**config.mk**
```make
export PLATFORM = sky130hd
export DESIGN_NAME = rgwdt_top
export DESIGN_NICKNAME = d
export VERILOG_FILES = /design/src/design/rgwdt_top.v
export VERILOG_INCLUDE_DIRS = /design/src /design/src/design
export SDC_FILE = /design/constraint.sdc
export NUM_CORES = 1
export LEC_CHECK = 0
export ABC_AREA = 1
export BUFFER_PORTS_ARGS = -buffer_cell sky130_fd_sc_hd__buf_2
export CAP_MARGIN = 15
export CORE_UTILIZATION = 53
export DETAILED_ROUTE_END_ITERATION = 6
export PLACE_DENSITY = 0.77
export SYNTH_ARGS = -nofsm -noshare
export SYNTH_HDL_FRONTEND = slang
export SYNTH_SLANG_ARGS = --single-unit
```
**constraint.sdc**
```tcl
create_clock -name sys_clk -period 3.1 [get_ports sys_clk]
set_clock_uncertainty 0.05 [all_clocks]
set_input_delay 0.31 -clock sys_clk [delete_from_list [all_inputs] [get_ports sys_clk]]
set_output_delay 0.31 -clock sys_clk [all_outputs]
set_load 0.02 [all_outputs]
```
**src/design/rgwdt_defines.vh**
```
// Operation
// - 16-bit down-counter requests system reset on underflow while enabled.
// - Wait mode freezes counting when control bit 3 is set.
// - Doze mode freezes counting when control bit 2 is set.
// - Stop mode always freezes; counting resumes from held state.
// - Halted mode freezes when bit 1 set; updates made while halted remain.
// - While halted all registers read and write normally, even locked fields; only a cleared enable bit cannot be set again.
// - First write while halted does not lock the field.
// - Halt-stop bit changes while halted start or stop counting.
// - Outside halted mode each control field locks after its first write.
// - Enable clear holds counter and prescaler stopped; no reset request.
// - Once disabled, the watchdog cannot be enabled again until reset.
// - 32-bit accesses get a bus error; 8- and 16-bit accepted.
// - Writes to unassigned offsets and reserved bits are ignored.
// - Writing first key then second key reloads counter from modulus.
// - Any other service value restarts the key sequence.
// - Modulus write loads counter at once and clears prescaler.
// - On timeout the reset controller is signalled.
`ifndef RGWDT_DEFINES_VH
`define RGWDT_DEFINES_VH

// ****************************************
// Register offsets (byte addresses)
// ****************************************
`define RGWDT_OFS_CONTROL 32'hFC08C000
`define RGWDT_OFS_MODULUS 32'hFC08C002
`define RGWDT_OFS_COUNT 32'hFC08C004
`define RGWDT_OFS_SERVICE 32'hFC08C006
`define RGWDT_OFS_IRQ_STAT 32'hFC08C008
`define RGWDT_OFS_IRQ_EN 32'hFC08C00A
`define RGWDT_OFS_IRQ_CLR 32'hFC08C00C

// ****************************************
// Control fields and reset values
// ****************************************
`define RGWDT_BIT_EN 0
`define RGWDT_BIT_HALT 1
`define RGWDT_BIT_DOZE 2
`define RGWDT_BIT_WAIT 3
`define RGWDT_CTRL_RST 4'hF
`define RGWDT_MOD_RST 16'hFFFF
`define RGWDT_KEY1 16'h5555
`define RGWDT_KEY2 16'hAAAA

// ****************************************
// Access sizes and timing
// ****************************************
`define RGWDT_SZ_BYTE 2'h0
`define RGWDT_SZ_HALF 2'h1
`define RGWDT_SZ_WORD 2'h2
`define RGWDT_PRESCALE 4096

// Interrupt status bits
`define RGWDT_IRQ_TIMEOUT 0
`define RGWDT_IRQ_SERVICED 1
`define RGWDT_IRQ_BADKEY 2

`endif

```
**src/design/rgwdt_top.v**
```verilog
`timescale 1ns/1ps
`default_nettype none
`include "rgwdt_defines.vh"

module rgwdt_top #(
    parameter PRESCALE = `RGWDT_PRESCALE
) (
    // Clock and reset
    input wire sys_clk,
    input wire sys_rst,
    // Register port
    input wire [31:0] reg_addr,
    input wire [15:0] reg_wdata,
    input wire [1:0] reg_size,
    input wire reg_wr,
    input wire reg_rd,
    output reg [15:0] reg_rdata,
    output reg reg_err,
    // Power and debug mode levels (from other clock logic)
    input wire mode_wait,
    input wire mode_doze,
    input wire mode_stop,
    input wire mode_halted,
    // Reset controller and interrupt
    output reg wd_reset_req,
    output reg irq
);

    // ****************************************
    // Mode synchronisers
    // ****************************************
    reg [3:0] mode_s1_q;
    reg [3:0] mode_s2_q;

    // Two flops before any logic reads the mode levels
    always @(posedge sys_clk or posedge sys_rst)
    begin
        if (sys_rst)
        begin
            mode_s1_q <= 4'h0;
            mode_s2_q <= 4'h0;
        end
        else
        begin
            mode_s1_q <= {mode_halted, mode_stop, mode_doze, mode_wait};
            mode_s2_q <= mode_s1_q;
        end
    end

    wire in_wait = mode_s2_q[0];
    wire in_doze = mode_s2_q[1];
    wire in_stop = mode_s2_q[2];
    wire in_halt = mode_s2_q[3];

    // ****************************************
    // State
    // ****************************************
    reg [3:0] ctrl_q;
    reg [3:0] lock_q;
    reg [15:0] mod_q;
    reg mod_lock_q;
    reg [15:0] cnt_q;
    reg [11:0] pre_q;
    reg key1_seen_q;
    reg [15:0] svc_q;
    reg [2:0] irq_stat_q;
    reg [2:0] irq_en_q;

    // Byte lane write mask for 8-bit accesses at even/odd byte
    function [15:0] lane_mask;
        input [1:0] size;
        input a0;
        begin
            if (size == `RGWDT_SZ_BYTE)
                lane_mask = a0 ? 16'h00FF : 16'hFF00;
            else
                lane_mask = 16'hFFFF;
        end
    endfunction

    // Merge write data into a register under a byte mask
    function [15:0] merge;
        input [15:0] old;
        input [15:0] nw;
        input [15:0] m;
        begin
            merge = (old & ~m) | (nw & m);
        end
    endfunction

    wire [31:0] word_addr = {reg_addr[31:1], 1'b0};
    wire size_ok = (reg_size != `RGWDT_SZ_WORD);
    wire wr_ok = reg_wr & size_ok;
    wire [15:0] wmask = lane_mask(reg_size, reg_addr[0]);
    wire wr_ctrl = wr_ok && (word_addr == `RGWDT_OFS_CONTROL);
    wire wr_mod = wr_ok && (word_addr == `RGWDT_OFS_MODULUS);
    wire wr_svc = wr_ok && (word_addr == `RGWDT_OFS_SERVICE);
    wire wr_en = wr_ok && (word_addr == `RGWDT_OFS_IRQ_EN);
    wire wr_clr = wr_ok && (word_addr == `RGWDT_OFS_IRQ_CLR);

    // Control bits are in the low byte; a write touches them only if that lane is on
    wire ctrl_lane = wmask[0];
    wire [3:0] ctrl_wr_val = reg_wdata[3:0];

    // Service value after merging partial writes
    wire [15:0] svc_val = merge(svc_q, reg_wdata, wmask);
    wire is_key1 = wr_svc && (svc_val == `RGWDT_KEY1);
    wire is_key2 = wr_svc && (svc_val == `RGWDT_KEY2);

    // Counting gate
    wire enabled = ctrl_q[`RGWDT_BIT_EN];
    wire frozen = in_stop
        | (in_wait & ctrl_q[`RGWDT_BIT_WAIT])
        | (in_doze & ctrl_q[`RGWDT_BIT_DOZE])
        | (in_halt & ctrl_q[`RGWDT_BIT_HALT]);
    wire run = enabled & ~frozen;
    wire pre_wrap = (pre_q == PRESCALE[11:0] - 12'h001);
    wire underflow = run & pre_wrap & (cnt_q == 16'h0000);
    wire reload = is_key2 & key1_seen_q;

    // ****************************************
    // Control register with write-once locks
    // ****************************************
    integer i;
    reg [3:0] ctrl_d;
    reg [3:0] lock_d;
    always @*
    begin
        ctrl_d = ctrl_q;
        lock_d = lock_q;
        for (i = 0; i < 4; i = i + 1)
        begin
            if (wr_ctrl && ctrl_lane && (in_halt || !lock_q[i]))
            begin
                ctrl_d[i] = ctrl_wr_val[i];
                if (!in_halt)
                    lock_d[i] = 1'b1;
            end
        end
        // Never re-enable once disabled
        if (!ctrl_q[`RGWDT_BIT_EN])
            ctrl_d[`RGWDT_BIT_EN] = 1'b0;
    end

    always @(posedge sys_clk or posedge sys_rst)
    begin
        if (sys_rst)
        begin
            ctrl_q <= `RGWDT_CTRL_RST;
            lock_q <= 4'h0;
        end
        else
        begin
            ctrl_q <= ctrl_d;
            lock_q <= lock_d;
        end
    end

    // ****************************************
    // Modulus register, write-once
    // ****************************************
    wire mod_write = wr_mod && (in_halt || !mod_lock_q);
    wire [15:0] mod_new = merge(mod_q, reg_wdata, wmask);
    always @(posedge sys_clk or posedge sys_rst)
    begin
        if (sys_rst)
        begin
            mod_q <= `RGWDT_MOD_RST;
            mod_lock_q <= 1'b0;
        end
        else if (mod_write)
        begin
            mod_q <= mod_new;
            if (!in_halt)
                mod_lock_q <= 1'b1;
        end
    end

    // ****************************************
    // Service key sequence
    // ****************************************
    always @(posedge sys_clk or posedge sys_rst)
    begin
        if (sys_rst)
        begin
            svc_q <= 16'h0000;
            key1_seen_q <= 1'b0;
        end
        else if (wr_svc)
        begin
            svc_q <= svc_val;
            if (is_key1)
                key1_seen_q <= 1'b1;
            else if (is_key2)
                key1_seen_q <= 1'b0;
            else
                key1_seen_q <= 1'b0;
        end
    end

    // ****************************************
    // Prescaler and counter
    // ****************************************
    always @(posedge sys_clk or posedge sys_rst)
    begin
        if (sys_rst)
        begin
            pre_q <= 12'h000;
            cnt_q <= `RGWDT_MOD_RST;
        end
        else if (mod_write)
        begin
            cnt_q <= mod_new;
            pre_q <= 12'h000;
        end
        else if (reload)
        begin
            cnt_q <= mod_q;
            pre_q <= 12'h000;
        end
        else if (run)
        begin
            if (pre_wrap)
            begin
                pre_q <= 12'h000;
                cnt_q <= cnt_q - 16'h0001;
            end
            else
                pre_q <= pre_q + 12'h001;
        end
    end

    // ****************************************
    // Reset request and interrupts
    // ****************************************
    wire [2:0] irq_evt = {wr_svc & ~is_key1 & ~is_key2, reload, underflow};
    wire [2:0] clr_bits = wr_clr ? reg_wdata[2:0] : 3'h0;
    always @(posedge sys_clk or posedge sys_rst)
    begin
        if (sys_rst)
        begin
            wd_reset_req <= 1'b0;
            irq_stat_q <= 3'h0;
            irq_en_q <= 3'h0;
            irq <= 1'b0;
        end
        else
        begin
            // Request stays until system reset arrives
            if (underflow)
                wd_reset_req <= 1'b1;
            // Set beats clear
            irq_stat_q <= (irq_stat_q & ~clr_bits) | irq_evt;
            if (wr_en)
                irq_en_q <= reg_wdata[2:0];
            irq <= |(((irq_stat_q & ~clr_bits) | irq_evt) & (wr_en ? reg_wdata[2:0] : irq_en_q));
        end
    end

    // ****************************************
    // Read port and bus error
    // ****************************************
    reg [15:0] rd_d;
    always @*
    begin
        case (word_addr)
            `RGWDT_OFS_CONTROL: rd_d = {12'h000, ctrl_q};
            `RGWDT_OFS_MODULUS: rd_d = mod_q;
            `RGWDT_OFS_COUNT: rd_d = cnt_q;
            `RGWDT_OFS_SERVICE: rd_d = svc_q;
            `RGWDT_OFS_IRQ_STAT: rd_d = {13'h0000, irq_stat_q};
            `RGWDT_OFS_IRQ_EN: rd_d = {13'h0000, irq_en_q};
            default: rd_d = 16'h0000;
        endcase
    end

    always @(posedge sys_clk or posedge sys_rst)
    begin
        if (sys_rst)
        begin
            reg_rdata <= 16'h0000;
            reg_err <= 1'b0;
        end
        else
        begin
            reg_rdata <= (reg_rd && size_ok) ? rd_d : 16'h0000;
            reg_err <= (reg_rd | reg_wr) & ~size_ok;
        end
    end

endmodule // rgwdt_top
`default_nettype wire

```
* Yosys cells after proc, flatten, opt, wreduce, memory -nomap -nowiden
Index checks and enable logic that the tools add are counted.
** Word-level totals
- Bits in registers :: 103
- Latch bits :: 0
- Bits in writable memories :: 0
- Bits in read-only memories :: 0
- Bits of input ports :: 58
- Output and inout port bits :: 19
- Logic and storage cells :: 117
- Memories kept :: 0
** Operators by class
- Add/subtract/negate cells :: 2
- Multiply operators :: 0
- Divide/modulo/power cells :: 0
- $lt $le $gt $ge :: 0
- Equality and inequality tests :: 11
- Shift-type cells :: 0
- Multiplexer cells :: 17
- Bitwise logic cells :: 30
- Reduce and logical (&&, ||, !) cells :: 35
** Operator list (number)
- $eq A31 B31 Y1 const B :: 7
- $mux W16 :: 7
- $pmux W16 S6 :: 1
- $and A16 B16 Y16 :: 3
- $mux W12 :: 4
- $or A16 B16 Y16 :: 2
- $eq A16 B15 Y1 const B :: 1
- $eq A16 B16 Y1 const B :: 1
- $logic_not A16 Y1 :: 1
- $not A16 Y16 :: 1
- $sub A16 B1 Y16 const B :: 1
- $logic_and A1 B1 Y1 :: 14
- $add A12 B1 Y12 const B :: 1
- $eq A12 B12 Y1 const B :: 1
- $reduce_and A2 Y1 :: 6
- $and A1 B1 Y1 :: 11
- $and A3 B3 Y3 :: 2
- $mux W3 :: 2
- $reduce_bool A3 Y1 :: 2
- $logic_not A1 Y1 :: 5
- $logic_or A1 B1 Y1 :: 5
- $not A1 Y1 :: 5
- $or A1 B1 Y1 :: 4
- $mux W1 :: 3
- 5 further kinds :: 5

* Depth between registers and ports, before layout
- Depth in word-level cells :: 13
- Gate-level depth with buffers :: 17
- Mapped depth without buffers :: 16

* Worst setup path before layout
Ideal clock, no wire load.
- Path kind :: reg2reg
- From :: register cnt_q[0]
- To :: register cnt_q[14]
- Setup time :: 62 ps
- Data arrival time :: 1757 ps
- Data required time :: 2988 ps
- Path slack :: 1231 ps
- Stages on the path, launching flop included :: 14
- Buffers on the path :: 0
- Period minus slack after synthesis :: 1869 ps
- Path through :: dfstp_2 > inv_1 > ha_1 > inv_1 > nor3_1 > nand2_1 > nor2_1 > nand3_1 > nor2_1 > xor2_1 > nand2_1 > nand2_1 > nand2_1 > nand2_1
** Between the ends
- Longest elaborated chain between the ends :: 5
** RTL lines
- from (decl) :: RTL line rgwdt_top.v:62 : reg [15:0] cnt_q;
- from (signal assigned) :: RTL line rgwdt_top.v:209 : cnt_q <= `RGWDT_MOD_RST;
- from (signal assigned) :: RTL line rgwdt_top.v:213 : cnt_q <= mod_new;
- from (signal assigned) :: RTL line rgwdt_top.v:218 : cnt_q <= mod_q;
- $sub A16 B1 Y16 :: RTL line rgwdt_top.v:226 : cnt_q <= cnt_q - 16'h0001;
- $mux W16 :: RTL line rgwdt_top.v:223 : if (pre_wrap)
- $mux W16 :: RTL line rgwdt_top.v:221 : else if (run)
- $mux W16 :: RTL line rgwdt_top.v:216 : else if (reload)
- $mux W16 :: RTL line rgwdt_top.v:211 : else if (mod_write)
Every way passes these cells. The select of a mux whose other input is x is not followed.
A chain may end at the register's enable or synchronous reset.

* Final worst setup path
- From :: register pre_q[0]
- To :: register irq
** Between the ends
- Longest elaborated chain between the ends :: 6
** RTL lines
- from (decl) :: RTL line rgwdt_top.v:63 : reg [11:0] pre_q;
- from (signal assigned) :: RTL line rgwdt_top.v:229 : pre_q <= pre_q + 12'h001;
- $eq A12 B12 Y1 :: RTL line rgwdt_top.v:117 : wire pre_wrap = (pre_q == PRESCALE[11:0] - 12'h001);
- $and A1 B1 Y1 (2 in series) :: RTL line rgwdt_top.v:118 : wire underflow = run & pre_wrap & (cnt_q == 16'h0000);
- $or A3 B3 Y3 :: RTL line rgwdt_top.v:256 : irq <= |(((irq_stat_q & ~clr_bits) | irq_evt) & (wr_en ? reg_wdata[2:0] : irq_en_q));
- $and A3 B3 Y3 :: RTL line rgwdt_top.v:256
- $reduce_or A3 Y1 :: RTL line rgwdt_top.v:256
- to (signal assigned) :: RTL line rgwdt_top.v:256
- to (decl) :: RTL line rgwdt_top.v:26 : output reg irq
Every way passes these cells.

==> run summary <==
Leakage: 3.67 nW
TritonCTS Buffers: 9
drt initial violations: 428
Startpoint Class: flip-flop
antenna violations before repair: 0
Crit path arrival time: 2.61 ns
post-synthesis cell count: 867
share of layout cells above drive strength 1: 18.5%
GRT Residual Overflow: 0
wirelength, routed: 15.5 mm
Die Wd: 110 um
status: completed
Req. time, crit path: 3.34 ns
Final Instance Area: 7000 um2
CTS tree: yes
Least-Margin Pin Slew: 0.717 ns
Cell Count, Final, Fillers Out: 1,095
Mean Syn Cell Area: 7.08 um2
Post-Place Setup Slack: 0.569 ns
CTS root buffer: clkbuf_16
Max stage delay on crit path: 0.44 ns
CP max FO: 9
critical path type: flip-flop to flip-flop
Worst Setup SP: pre_q[0]
CTS sink cnt: 103
P_int: 2.05 mW
DR vias/cell: 5.32
Final #Nets: 1,010
Core Rows: 38
Max Fclk: 0.422 GHz
CP Capture Type: flip-flop
largest net degree at the start of global routing: 59
H-tree levels: 3
Yosys cell types: 41
Final HPWL DP: 11.6 mm
Final Worst Setup Slack: 0.731 ns
Slew Viols, Final: 0
period utilization: 76.4%
setup TNS: 0 ns
vias in the first global route: 5,415
DR pass1 iterations: 5
placed cell area: 6660 um2
first-pass GRT wire length: 25.8 mm
hold slack: 0.0128 ns
DP Cell Count: 1,075
Area growth syn-to-layout: 14.1%
commonest non-fill, non-tap cell in the layout: nand2_1
slowest stage cell, crit path: dfrtp_1
# DRC: 0
clock power share: 43.3%
crit path cell chain: ha_1 > nand2_1 > nor2_1 > nand3_1 > inv_1 > nand4_1 > inv_1 > nand3_1 > nand2_1 > nand2_1 > nand3_1
most frequent cells in the layout: 271 x nand2_1, 111 x inv_1, 110 x nor2_1
VDD IR-drop max: 0.000557 V
total number of vias: 5,820
sequential share of power: 50.2%
final hold violation count: 0
Die Height: 110 um
core area: 11,100 um2
Hold Crit Class: input pin to async pin
RSZ-0062 raised after global routing: no
n_diodes: 0
P_sw: 0.654 mW
Yosys reg bits: 103
I/O pin count: 77
Logic pwr share: 6.6%
reg2reg start: pre_q[0]
Final min period: 2.37 ns
Netlist Area Pre-Place: 6140 um2
final setup violation count: 0
PwrDens: 385 nW/um2
Max Cap Viol: 0
Die ar.: 12,000 um2
PortBufs: 76
RD Place Congestion: 0.930
Net Count, Synth: 927
switching share of power: 24.2%
Clock Pin Slew Worst Setup and Hold Paths: 0.07 ns
Worst-Skew Late Latency: 0.36 ns
Post-DRT Antenna Nets: 0
Max transition margin: 52.2%
DR WL/cell: 14.2 um
Longest Clk Path Bufs: 2
All-Layer GR Usage: 28.2%
post-synthesis sequential area ratio: 42.7%
Final Util: 63.2%
Initial Util: 55.4%
total power: 2.70 mW
Yosys warnings: 0
metal layers:
metal	global-route usage, %	part of all wire [%]	vias to the layer above
li1	-	-	2923
met1	40.2	48	2680
met2	43.0	44	197
met3	6.76	6.7	20
met4	7.52	1.6	0
met5	0	0	-
registers in the layout, summed over array words and instances (netlist names):
name          flops
wd_reset_req      1
cnt_q            16
mod_lock_q        1
pre_q            12
ctrl_q            4
svc_q            16
mode_s1_q         4
reg_rdata        16
mod_q            16
irq_en_q          3
irq_stat_q        3
lock_q            4
key1_seen_q       1
irq               1
mode_s2_q         4
reg_err           1
logic make-up after synthesis:
group,after synthesis,synth area share [%]
simple gates,494,34.6
buf+inv,139,9.37
compound gates,113,10.6
flops,103,42.7
xor+xnor,15,2.14
fa+ha+maj,2,0.408
mux,1,0.183
cell type report:
type | instances | area [um2]
Timing Repair Buffer | 92 | 510
Fill cell | 1054 | 4080
Clock buffer | 9 | 225
Tap cell | 140 | 175
Sequential cell | 103 | 2620
Inverter | 119 | 449
Multi-Input combinational cell | 625 | 2940
Clock inverter | 7 | 78.8
path summary, 6_finish.rpt:
path                       cells after the start           end  slack, ns
setup / recovery                              11           irq       0.73
hold / removal                                 2  reg_rdata[2]       0.01
setup reg to reg                              11           irq       0.73
hold reg to reg                                0  mode_s2_q[1]       0.30
max in group asynchronous                      3     mod_q[12]       2.12
min in group sys_clk                           3       reg_err       0.15
cells in the mapped netlist:
library cell / instances / share of area [%]
nand3b_1: 4 / 0.49
dfstp_2: 36 / 15
o2111ai_1: 5 / 0.71
xor2_1: 12 / 1.7
nor2_4: 4 / 0.73
buf_2: 7 / 0.57
nand3_1: 61 / 5.0
nor4_4: 1 / 0.35
or2_2: 3 / 0.31
mux2_2: 1 / 0.18
clkbuf_1: 6 / 0.37
buf_4: 2 / 0.24
inv_1: 112 / 6.8
o211ai_2: 1 / 0.20
o21ai_1: 10 / 0.82
nand2_4: 1 / 0.18
dfrtp_1: 67 / 27
a21oi_1: 15 / 1.2
a22o_1: 1 / 0.14
o21a_1: 1 / 0.12
a21oi_2: 9 / 1.3
or4_1: 1 / 0.12
nor4_1: 3 / 0.31
nor2_1: 110 / 6.7
o211ai_1: 2 / 0.24
o21ai_0: 59 / 4.8
nand3_4: 1 / 0.29
nor2_2: 3 / 0.31
xnor2_1: 3 / 0.43
nand4_1: 16 / 1.6
clkinv_1: 2 / 0.12
o22ai_1: 8 / 0.82
nand3_2: 4 / 0.65
nand2_2: 3 / 0.31
nand2_1: 271 / 17
ha_1: 2 / 0.41
o31ai_1: 1 / 0.12
inv_2: 5 / 0.31
buf_6: 5 / 0.92
a31oi_1: 1 / 0.10
nor3_1: 8 / 0.65
what timing repair did:
action | in CTS | in global routing
hold buffers | 4 | 0
hold endpoints to repair | 4 | 0
resized for setup | 0 | 0
setup buffers | 0 | 0
power groups by stage:
stage	clock (mW)	combinational, mW	sequential, mW
finish	1.17	0.178	1.35
global route	1.25	0.204	1.35
CTS	1.19	0.177	1.35
detailed placement	0	0.172	1.38
global placement	0	0.172	1.38
floorplan	0	0.102	1.38
critical path: cells and delay by family (launching register included):
family / cells / cell delay, ns
buffers and inverters: 2 / 0.42
flip-flops: 1 / 0.44
adder cells (fa/ha/maj): 1 / 0.23
AND/OR/NAND/NOR: 8 / 1.16
Note: power is estimated with default switching activity, not from simulation.
